[config.mk]
export PLATFORM = sky130hd
export DESIGN_NAME = eirq_top
export DESIGN_NICKNAME = d
export VERILOG_FILES = /design/src/logic/eirq_top.v /design/src/logic/eirq_pin_sync.v /design/src/logic/eirq_latch.v
export VERILOG_INCLUDE_DIRS = /design/src /design/src/logic
export SDC_FILE = /design/constraint.sdc
export NUM_CORES = 1
export LEC_CHECK = 0
export ABC_AREA = 1
export BUFFER_PORTS_ARGS = -buffer_cell sky130_fd_sc_hd__buf_2
export CORE_MARGIN = 3
export CORE_UTILIZATION = 29
export CTS_BUF_LIST = sky130_fd_sc_hd__clkbuf_8 sky130_fd_sc_hd__clkbuf_16
export CTS_CLUSTER_SIZE = 28
export DETAILED_ROUTE_END_ITERATION = 16
export SYNTH_ARGS = -nofsm -noshare
export SYNTH_HDL_FRONTEND = slang
export SYNTH_HIERARCHICAL = 1
export SYNTH_SLANG_ARGS = --single-unit
[constraint.sdc]
create_clock -name core_clk -period 1.4 [get_ports core_clk]
set_clock_uncertainty 0.15 [all_clocks]
set_input_delay 0.14 -clock core_clk [delete_from_list [all_inputs] [get_ports core_clk]]
set_output_delay 0.14 -clock core_clk [all_outputs]
set_load 0.02 [all_outputs]
[src/logic/eirq_consts.vh]
`ifndef EIRQ_CONSTS_VH
`define EIRQ_CONSTS_VH
// Register byte offsets on the AXI4-Lite slave.
`define EIRQ_OFF_STATUS_CONTROL 4'h0
`define EIRQ_OFF_BREAK_CTRL 4'h4
`define EIRQ_OFF_IRQ_STATUS 4'h8
`define EIRQ_OFF_IRQ_MASK 4'hc
// Field positions in the status and control register.
`define EIRQ_BIT_MODE 0
`define EIRQ_BIT_MASK 1
`define EIRQ_BIT_ACK 2
`define EIRQ_BIT_FLAG 3
`define EIRQ_BIT_PIN 4
// Field positions in the break flag control register.
`define EIRQ_BIT_BRK_CLR 7
// Sticky event bits.
`define EIRQ_EV_LATCH 0
`define EIRQ_EV_WAKE 1
`define EIRQ_EV_W 2
// Bus responses.
`define EIRQ_RESP_OKAY 2'b00
`define EIRQ_RESP_SLVERR 2'b10
`endif

[src/logic/eirq_top.v]
// What this block does
// - A low on the interrupt pin sets the request latch, per sensitivity mode.
// - Vector fetch, software acknowledge or reset clears the latch.
// - Level mode: latch clears only after acknowledge and pin back high.
// - Level mode: acknowledge and pin return may happen in either order.
// - Level mode: request stays pending while the pin is low.
// - Edge mode: vector fetch or acknowledge clears the latch at once.
// - Writing one to the acknowledge bit clears the latch; it reads zero.
// - A falling edge after an acknowledge latches a new request.
// - Unmasked taken request makes the CPU fetch the vector at FFFA/FFFB.
// - Mask bit blocks requests when one, passes them when zero; reset clears.
// - Level sense select: one means edge and level, zero edge only.
// - Read-only event flag shows whether an interrupt event occurred.
// - Current pin level is offered to the CPU for branch tests.
// - Block works in wait; unmasked request wakes the core.
// - Block works in stop; unmasked request wakes the core.
// - In break, software clear only with break clear enable set; stays cleared.
// - With break clear enable zero, software acknowledges in break do nothing; a vector fetch still clears.
`timescale 1ns/100ps
`include "eirq_consts.vh"
module eirq_top #(
   parameter ADDR_W = 4,
   parameter [15:0] VECTOR_ADDR = 16'hfffa
) (
   // Clock and reset.
   input wire core_clk,
   input wire reset,
   // AXI4-Lite write address channel.
   input wire [ADDR_W-1:0] s_axi_awaddr,
   input wire s_axi_awvalid,
   output wire s_axi_awready,
   // AXI4-Lite write data channel.
   input wire [31:0] s_axi_wdata,
   input wire [3:0] s_axi_wstrb,
   input wire s_axi_wvalid,
   output wire s_axi_wready,
   // AXI4-Lite write response channel.
   output wire [1:0] s_axi_bresp,
   output wire s_axi_bvalid,
   input wire s_axi_bready,
   // AXI4-Lite read address channel.
   input wire [ADDR_W-1:0] s_axi_araddr,
   input wire s_axi_arvalid,
   output wire s_axi_arready,
   // AXI4-Lite read data channel.
   output wire [31:0] s_axi_rdata,
   output wire [1:0] s_axi_rresp,
   output wire s_axi_rvalid,
   input wire s_axi_rready,
   // External interrupt pin, active low.
   input wire ext_irq_n,
   // CPU side.
   input wire vector_fetch,
   input wire break_state,
   input wire wait_mode,
   input wire stop_mode,
   output wire cpu_irq_req,
   output wire [15:0] cpu_vector_addr,
   output wire pin_level_to_cpu,
   output wire wake_req,
   // Interrupt output to the system.
   output wire irq_out
);
   // Bus state.
   reg aw_held_reg;
   reg [ADDR_W-1:0] aw_addr_reg;
   reg w_held_reg;
   reg [31:0] w_data_reg;
   reg [3:0] w_strb_reg;
   reg bvalid_reg;
   reg [1:0] bresp_reg;
   reg rvalid_reg;
   reg [31:0] rdata_reg;
   reg [1:0] rresp_reg;
   // Software visible state.
   reg level_sense_select_reg;
   reg request_mask_bit_reg;
   reg break_clear_enable_reg;
   reg [`EIRQ_EV_W-1:0] irq_status_reg;
   reg [`EIRQ_EV_W-1:0] irq_mask_reg;
   reg ext_event_flag_reg;
   reg latch_prev_reg;
   reg wake_prev_reg;

   wire pin_level;
   wire fall_pulse;
   wire latch_state;
   wire write_fire;
   wire read_fire;
   wire ack_write;
   wire sw_clear_ok;
   wire clear_req;
   wire wake_raw;
   wire [`EIRQ_EV_W-1:0] ev_set;
   wire status_read;

   // True when an offset names a register of this block.
   function mapped;
      input [ADDR_W-1:0] addr;
      begin
         mapped = (addr == `EIRQ_OFF_STATUS_CONTROL) || (addr == `EIRQ_OFF_BREAK_CTRL) ||
            (addr == `EIRQ_OFF_IRQ_STATUS) || (addr == `EIRQ_OFF_IRQ_MASK);
      end
   endfunction

   eirq_pin_sync u_sync (
      .core_clk(core_clk),
      .reset(reset),
      .pin_n(ext_irq_n),
      .pin_level(pin_level),
      .fall_pulse(fall_pulse)
   );

   eirq_latch u_latch (
      .core_clk(core_clk),
      .reset(reset),
      .pin_level(pin_level),
      .fall_pulse(fall_pulse),
      .level_sense_select(level_sense_select_reg),
      .clear_req(clear_req),
      .latch_state(latch_state)
   );

   // Address and data are held until both have arrived, in either order.
   assign s_axi_awready = ~aw_held_reg & ~bvalid_reg;
   assign s_axi_wready = ~w_held_reg & ~bvalid_reg;
   assign write_fire = aw_held_reg & w_held_reg & ~bvalid_reg;
   assign s_axi_bvalid = bvalid_reg;
   assign s_axi_bresp = bresp_reg;
   assign s_axi_arready = ~rvalid_reg;
   assign read_fire = s_axi_arvalid & ~rvalid_reg;
   assign s_axi_rvalid = rvalid_reg;
   assign s_axi_rdata = rdata_reg;
   assign s_axi_rresp = rresp_reg;

   // Acknowledge is a pulse from the write, never stored, so it reads zero.
   assign ack_write = write_fire & (aw_addr_reg == `EIRQ_OFF_STATUS_CONTROL) & w_strb_reg[0] &
      w_data_reg[`EIRQ_BIT_ACK];
   // In break, the software clear is gated by the break clear enable.
   assign sw_clear_ok = ack_write & (~break_state | break_clear_enable_reg);
   // Vector fetch acknowledges only when this request was the one taken.
   assign clear_req = sw_clear_ok | (vector_fetch & cpu_irq_req);

   // Masked latch goes to the CPU priority logic with its vector.
   assign cpu_irq_req = latch_state & ~request_mask_bit_reg;
   assign cpu_vector_addr = VECTOR_ADDR;
   assign pin_level_to_cpu = pin_level;
   // The latch runs from core_clk, which is assumed kept alive in low power modes.
   assign wake_raw = cpu_irq_req & (wait_mode | stop_mode);
   assign wake_req = wake_raw;

   // Sticky events: a new latch and a wake request, both on rising edges.
   assign ev_set[`EIRQ_EV_LATCH] = latch_state & ~latch_prev_reg;
   assign ev_set[`EIRQ_EV_WAKE] = wake_raw & ~wake_prev_reg;
   assign status_read = read_fire & (s_axi_araddr == `EIRQ_OFF_IRQ_STATUS);
   assign irq_out = |(irq_status_reg & irq_mask_reg);

   // Write channel capture and response.
   always @(posedge core_clk or posedge reset) begin
      if (reset) begin
         aw_held_reg <= 1'b0;
         aw_addr_reg <= {ADDR_W{1'b0}};
         w_held_reg <= 1'b0;
         w_data_reg <= 32'h0000_0000;
         w_strb_reg <= 4'h0;
         bvalid_reg <= 1'b0;
         bresp_reg <= `EIRQ_RESP_OKAY;
      end else begin
         if (s_axi_awvalid & s_axi_awready) begin
            aw_held_reg <= 1'b1;
            aw_addr_reg <= s_axi_awaddr;
         end
         if (s_axi_wvalid & s_axi_wready) begin
            w_held_reg <= 1'b1;
            w_data_reg <= s_axi_wdata;
            w_strb_reg <= s_axi_wstrb;
         end
         if (write_fire) begin
            aw_held_reg <= 1'b0;
            w_held_reg <= 1'b0;
            bvalid_reg <= 1'b1;
            bresp_reg <= mapped(aw_addr_reg) ? `EIRQ_RESP_OKAY : `EIRQ_RESP_SLVERR;
         end else if (bvalid_reg & s_axi_bready) begin
            bvalid_reg <= 1'b0;
         end
      end
   end

   // Control register writes; only byte lane zero carries fields.
   always @(posedge core_clk or posedge reset) begin
      if (reset) begin
         level_sense_select_reg <= 1'b0;
         request_mask_bit_reg <= 1'b0;
         break_clear_enable_reg <= 1'b0;
         irq_mask_reg <= {`EIRQ_EV_W{1'b0}};
      end else if (write_fire & w_strb_reg[0]) begin
         case (aw_addr_reg)
            `EIRQ_OFF_STATUS_CONTROL: begin
               level_sense_select_reg <= w_data_reg[`EIRQ_BIT_MODE];
               request_mask_bit_reg <= w_data_reg[`EIRQ_BIT_MASK];
            end
            `EIRQ_OFF_BREAK_CTRL: begin
               break_clear_enable_reg <= w_data_reg[`EIRQ_BIT_BRK_CLR];
            end
            `EIRQ_OFF_IRQ_MASK: begin
               irq_mask_reg <= w_data_reg[`EIRQ_EV_W-1:0];
            end
            default: begin
               irq_mask_reg <= irq_mask_reg;
            end
         endcase
      end
   end

   // Event flag follows the latch, so a clear held off in break keeps it set.
   // Sticky status clears on read, but a same-cycle event wins.
   always @(posedge core_clk or posedge reset) begin
      if (reset) begin
         ext_event_flag_reg <= 1'b0;
         latch_prev_reg <= 1'b0;
         wake_prev_reg <= 1'b0;
         irq_status_reg <= {`EIRQ_EV_W{1'b0}};
      end else begin
         ext_event_flag_reg <= latch_state;
         latch_prev_reg <= latch_state;
         wake_prev_reg <= wake_raw;
         irq_status_reg <= (status_read ? {`EIRQ_EV_W{1'b0}} : irq_status_reg) | ev_set;
      end
   end

   // Read channel; one cycle from address to data.
   always @(posedge core_clk or posedge reset) begin
      if (reset) begin
         rvalid_reg <= 1'b0;
         rdata_reg <= 32'h0000_0000;
         rresp_reg <= `EIRQ_RESP_OKAY;
      end else if (read_fire) begin
         rvalid_reg <= 1'b1;
         rresp_reg <= mapped(s_axi_araddr) ? `EIRQ_RESP_OKAY : `EIRQ_RESP_SLVERR;
         rdata_reg <= 32'h0000_0000;
         case (s_axi_araddr)
            `EIRQ_OFF_STATUS_CONTROL: begin
               rdata_reg[`EIRQ_BIT_MODE] <= level_sense_select_reg;
               rdata_reg[`EIRQ_BIT_MASK] <= request_mask_bit_reg;
               rdata_reg[`EIRQ_BIT_FLAG] <= ext_event_flag_reg;
               rdata_reg[`EIRQ_BIT_PIN] <= pin_level;
            end
            `EIRQ_OFF_BREAK_CTRL: begin
               rdata_reg[`EIRQ_BIT_BRK_CLR] <= break_clear_enable_reg;
            end
            `EIRQ_OFF_IRQ_STATUS: begin
               rdata_reg[`EIRQ_EV_W-1:0] <= irq_status_reg;
            end
            `EIRQ_OFF_IRQ_MASK: begin
               rdata_reg[`EIRQ_EV_W-1:0] <= irq_mask_reg;
            end
            default: begin
               rdata_reg <= 32'h0000_0000;
            end
         endcase
      end else if (rvalid_reg & s_axi_rready) begin
         rvalid_reg <= 1'b0;
      end
   end
endmodule

[src/logic/eirq_pin_sync.v]
`timescale 1ns/100ps
// Two-stage synchroniser with falling-edge detection on the second stage only.
module eirq_pin_sync (
   // Clock and reset.
   input wire core_clk,
   input wire reset,
   // Pin in, clean level and edge out.
   input wire pin_n,
   output wire pin_level,
   output wire fall_pulse
);
   reg meta_reg;
   reg sync_reg;
   reg prev_reg;

   // The pin idles high, so the chain resets to one to avoid a fake edge.
   always @(posedge core_clk or posedge reset) begin
      if (reset) begin
         meta_reg <= 1'b1;
         sync_reg <= 1'b1;
         prev_reg <= 1'b1;
      end else begin
         meta_reg <= pin_n;
         sync_reg <= meta_reg;
         prev_reg <= sync_reg;
      end
   end

   // Edge taken from synchronised stages so one fall gives exactly one pulse.
   assign pin_level = sync_reg;
   assign fall_pulse = prev_reg & ~sync_reg;
endmodule

[src/logic/eirq_latch.v]
`timescale 1ns/100ps
// The request latch with its edge and level sensitivity.
module eirq_latch (
   // Clock and reset.
   input wire core_clk,
   input wire reset,
   // Pin view.
   input wire pin_level,
   input wire fall_pulse,
   // Controls.
   input wire level_sense_select,
   input wire clear_req,
   // State.
   output wire latch_state
);
   reg latch_reg;
   reg ack_seen_reg;
   reg latch_next;
   reg ack_seen_next;

   // Level mode waits for both acknowledge and pin high, in either order.
   always @* begin
      latch_next = latch_reg;
      ack_seen_next = ack_seen_reg;
      if (level_sense_select) begin
         if (clear_req & latch_reg) begin
            ack_seen_next = 1'b1;
         end
         if ((ack_seen_next | clear_req) & pin_level & latch_reg) begin
            latch_next = 1'b0;
            ack_seen_next = 1'b0;
         end
         if (!pin_level) begin
            latch_next = 1'b1;
         end
      end else begin
         ack_seen_next = 1'b0;
         if (clear_req) begin
            latch_next = 1'b0;
         end
      end
      // A new edge wins over a clear in the same cycle.
      if (fall_pulse) begin
         latch_next = 1'b1;
         ack_seen_next = 1'b0;
      end
   end

   // Reset clears the latch.
   always @(posedge core_clk or posedge reset) begin
      if (reset) begin
         latch_reg <= 1'b0;
         ack_seen_reg <= 1'b0;
      end else begin
         latch_reg <= latch_next;
         ack_seen_reg <= ack_seen_next;
      end
   end

   assign latch_state = latch_reg;
endmodule

==> results.toml <==
[run_status]
status = "complete, but fails checks"
violations = "hold timing, setup timing"

[critical_path]
reg2regPathDepth = 12
cpLargestDelayFamily = "simple AND/OR/NAND/NOR gates"
cp_slowest_cell = "dfrtp_1"
critPathLaunch = "aw_addr_reg[0]"
required_ns = 1.42
cp_max_fo = 2
critPathBufInv = 1
rrSetupSlack_ns = -0.13
slowest_delay_ns = 0.39
worst_path_most_repeated_cell = "nand2_2"
end_kind = "register"
worstReg2RegStart = "aw_addr_reg[0]"
path_cells = "nor2_2 > nand3_2 > nor2_4 > nand3_2 > nand2_2 > inv_2 > nand2_2 > nand2_2 > nand2_2 > nand2_2 > nand2_2 > nand2_1"
crit-reg2reg-capture = "u_latch/latch_state"
startpoint_type = "register"
worstSetupPathType = "register to register"
crit_cells = 12
worstPathArrival_ns = 1.55
critPathCapture = "u_latch/latch_state"

[detailed_routing]
post_drt_wl_per_cell_um = 10.1
drt_wl_total_mm = 3.81
vias_per_cell = 3.97
drt-pass1-iter-count = 4
drcViolationCount = 0
dr_total_vias = 1502
drtIter0Drc = 41
final_antenna_net_count = 0

[power]
seqPwrFrac = 0.372
powerDensity_nw_per_um2 = 1640
p_int_uw = 2470
p_comb_frac = 0.449
pwr-share-clk = 0.178
irDropWorstVdd_mv = 0.961
power_uw = 4040
switchingPower_uw = 1570
power_leakage_uw = 0.00135
swShare = 0.389

[floorplanning]
die_y_um = 85.6
rows = 28
start_util = 0.305
die_w_um = 85.6
fp.dieArea_um2 = 7320
ioPinCount = 117
core_um2 = 6030

[clock_network]
clk_pin_slew_worst_paths_ns = 0.07
clock_insertion_delay_worst_skew_ns = 0.28
cts_tree = "yes"
clock-sinks = 34
hold_buffers = 14
clk_root_buffer_cell = "clkbuf_8"
clock_path_buffers = 2
cts_max_level = 2
cts_buffers = 5

[finish]
area_growth_pct = 34.1
layout_common_cells = "conb_1 (45), nand2_1 (44), buf_2 (36)"
postLayoutCellArea_um2 = 2460
insertedDiodeCount = 0
register_area_um2 = 856
final_nets = 358
multiInputGateArea_um2 = 786
largest_reg_flops = 5
fillers = 626
layout_commonest_cell = "conb_1"
drive_above_1_share = 0.340

[sta]
maxSlewViolCount = 0
finalCriticalPeriod_ns = 1.53
timing.hold.ws_ns = -0.0544
min_period_over_period = 1.09
rsz0062_at_grt = "yes"
setup_ws_ns = -0.133
setup_viol_count_final = 2
hold_viol_final = 1
max_freq_mhz = 652

[global_route]
grt_pass1_vias = 1386
grt_antenna_before_repair = 0
grt_first_pass_wirelength_mm = 6.05
grt_max_degree = 30
grt_usage = 0.103
overflow = 0

[place]
io_buffer_count = 40
dpl_cell_area_um2 = 2100
dp_hpwl_mm = 2.88
place_congestion = 0.754

[worst_hold_path]
min_path_type = "input port to register"
min_path_cells = 3
min_from = "wait_mode"

[job]
drv_cap = 0

[yosys]
synth_cell_types = 19
syn_inst = 219
ys_seq_area_frac = 0.465
syn_avg_cell_area_um2 = 8.39
synthTopCellsByArea = "dfrtp_1 (42%), buf_4 (18%), nand2_1 (10%)"
synth_top_area_frac = 0.422
yosysTopAreaCell = "dfrtp_1"
yosys_warnings = 6
ys_seq_elements = 34
syn-cell-area_um2 = 1840
[logic make-up after synthesis]
family	share of synthesized area
compound gates	0.0484
buf+inv	0.229
flops	0.465
other cells	0.00409
simple gates	0.253
[how the worst min path moves through the flow]
stage                      endpoint  slack (ns)
2_1_floorplan  u_latch/ack_seen_reg       -0.27
3_3_place_gp   u_latch/ack_seen_reg       -0.12
5_1_grt               wake_prev_reg       -0.06
4_1_cts               wake_prev_reg       -0.03
6_report              wake_prev_reg       -0.05
3_5_place_dp   u_latch/ack_seen_reg       -0.13
[timing repair]
item,CTS,global route
setup buffers,3,6
resized for setup,11,14
pin swaps,5,8
endpoints found under the hold margin,47,1
endpoints found under the setup margin,5,12
[through the flow]
step	instances	TNS, ns	utilization	setup WS [ns]
6_report	378	-0.219	0.409	-0.133
5_1_grt	378	-0.532	0.409	-0.225
4_1_cts	372	-0.140	0.394	-0.0751
3_5_place_dp	348	-0.195	0.348	-0.141
3_3_place_gp	348	-0.119	0.348	-0.0999
2_1_floorplan	262	-0.491	-	-0.0978
[area by class of cell]
type / count / share of cell area
clock buffers: 6 / 0.0335
clock inverters: 2 / 0.00356
inverters: 22 / 0.0335
multi-input cells: 161 / 0.319
flip-flops and latches: 34 / 0.348
well taps: 75 / 0.0381
repair buffers: 78 / 0.225
[synthesized netlist by cell type]
cell type and count:
nand2_1 50, buf_4 45, dfrtp_1 31, inv_1 21, nand3_1 17, nor2_1 16
o21ai_0 10, a21oi_1 6, nand4_1 4, nor2_4 4, dfstp_2 3, conb_1 2
nand2_2 2, nand3_2 2, nor2_2 2, a22o_1 1, inv_2 1, nand4_2 1
nor3_1 1
[layer usage]
metal,GRT usage,wire length [um],vias up
met5,0,0,-
met4,0.0302,16,0
met3,0.0307,255,2
met2,0.172,1870,58
met1,0.130,1660,679
li1,-,-,763
[power groups by stage]
stage / sequential [uW] / clock (uW) / combinational [uW]
2_1_floorplan: 1570 / 0 / 923
3_3_place_gp: 1500 / 0 / 1480
3_5_place_dp: 1510 / 0 / 1510
4_1_cts: 1500 / 749 / 1650
5_1_grt: 1550 / 797 / 2010
6_report: 1510 / 721 / 1820
[tightest hold or removal path, delay by kind of cell]
family,cells,cell delay [ns]
buffers and inverters,2,0.14
AOI/OAI and AO/OA,1,0.06
No activity file was read; power rests on OpenSTA's default activity.
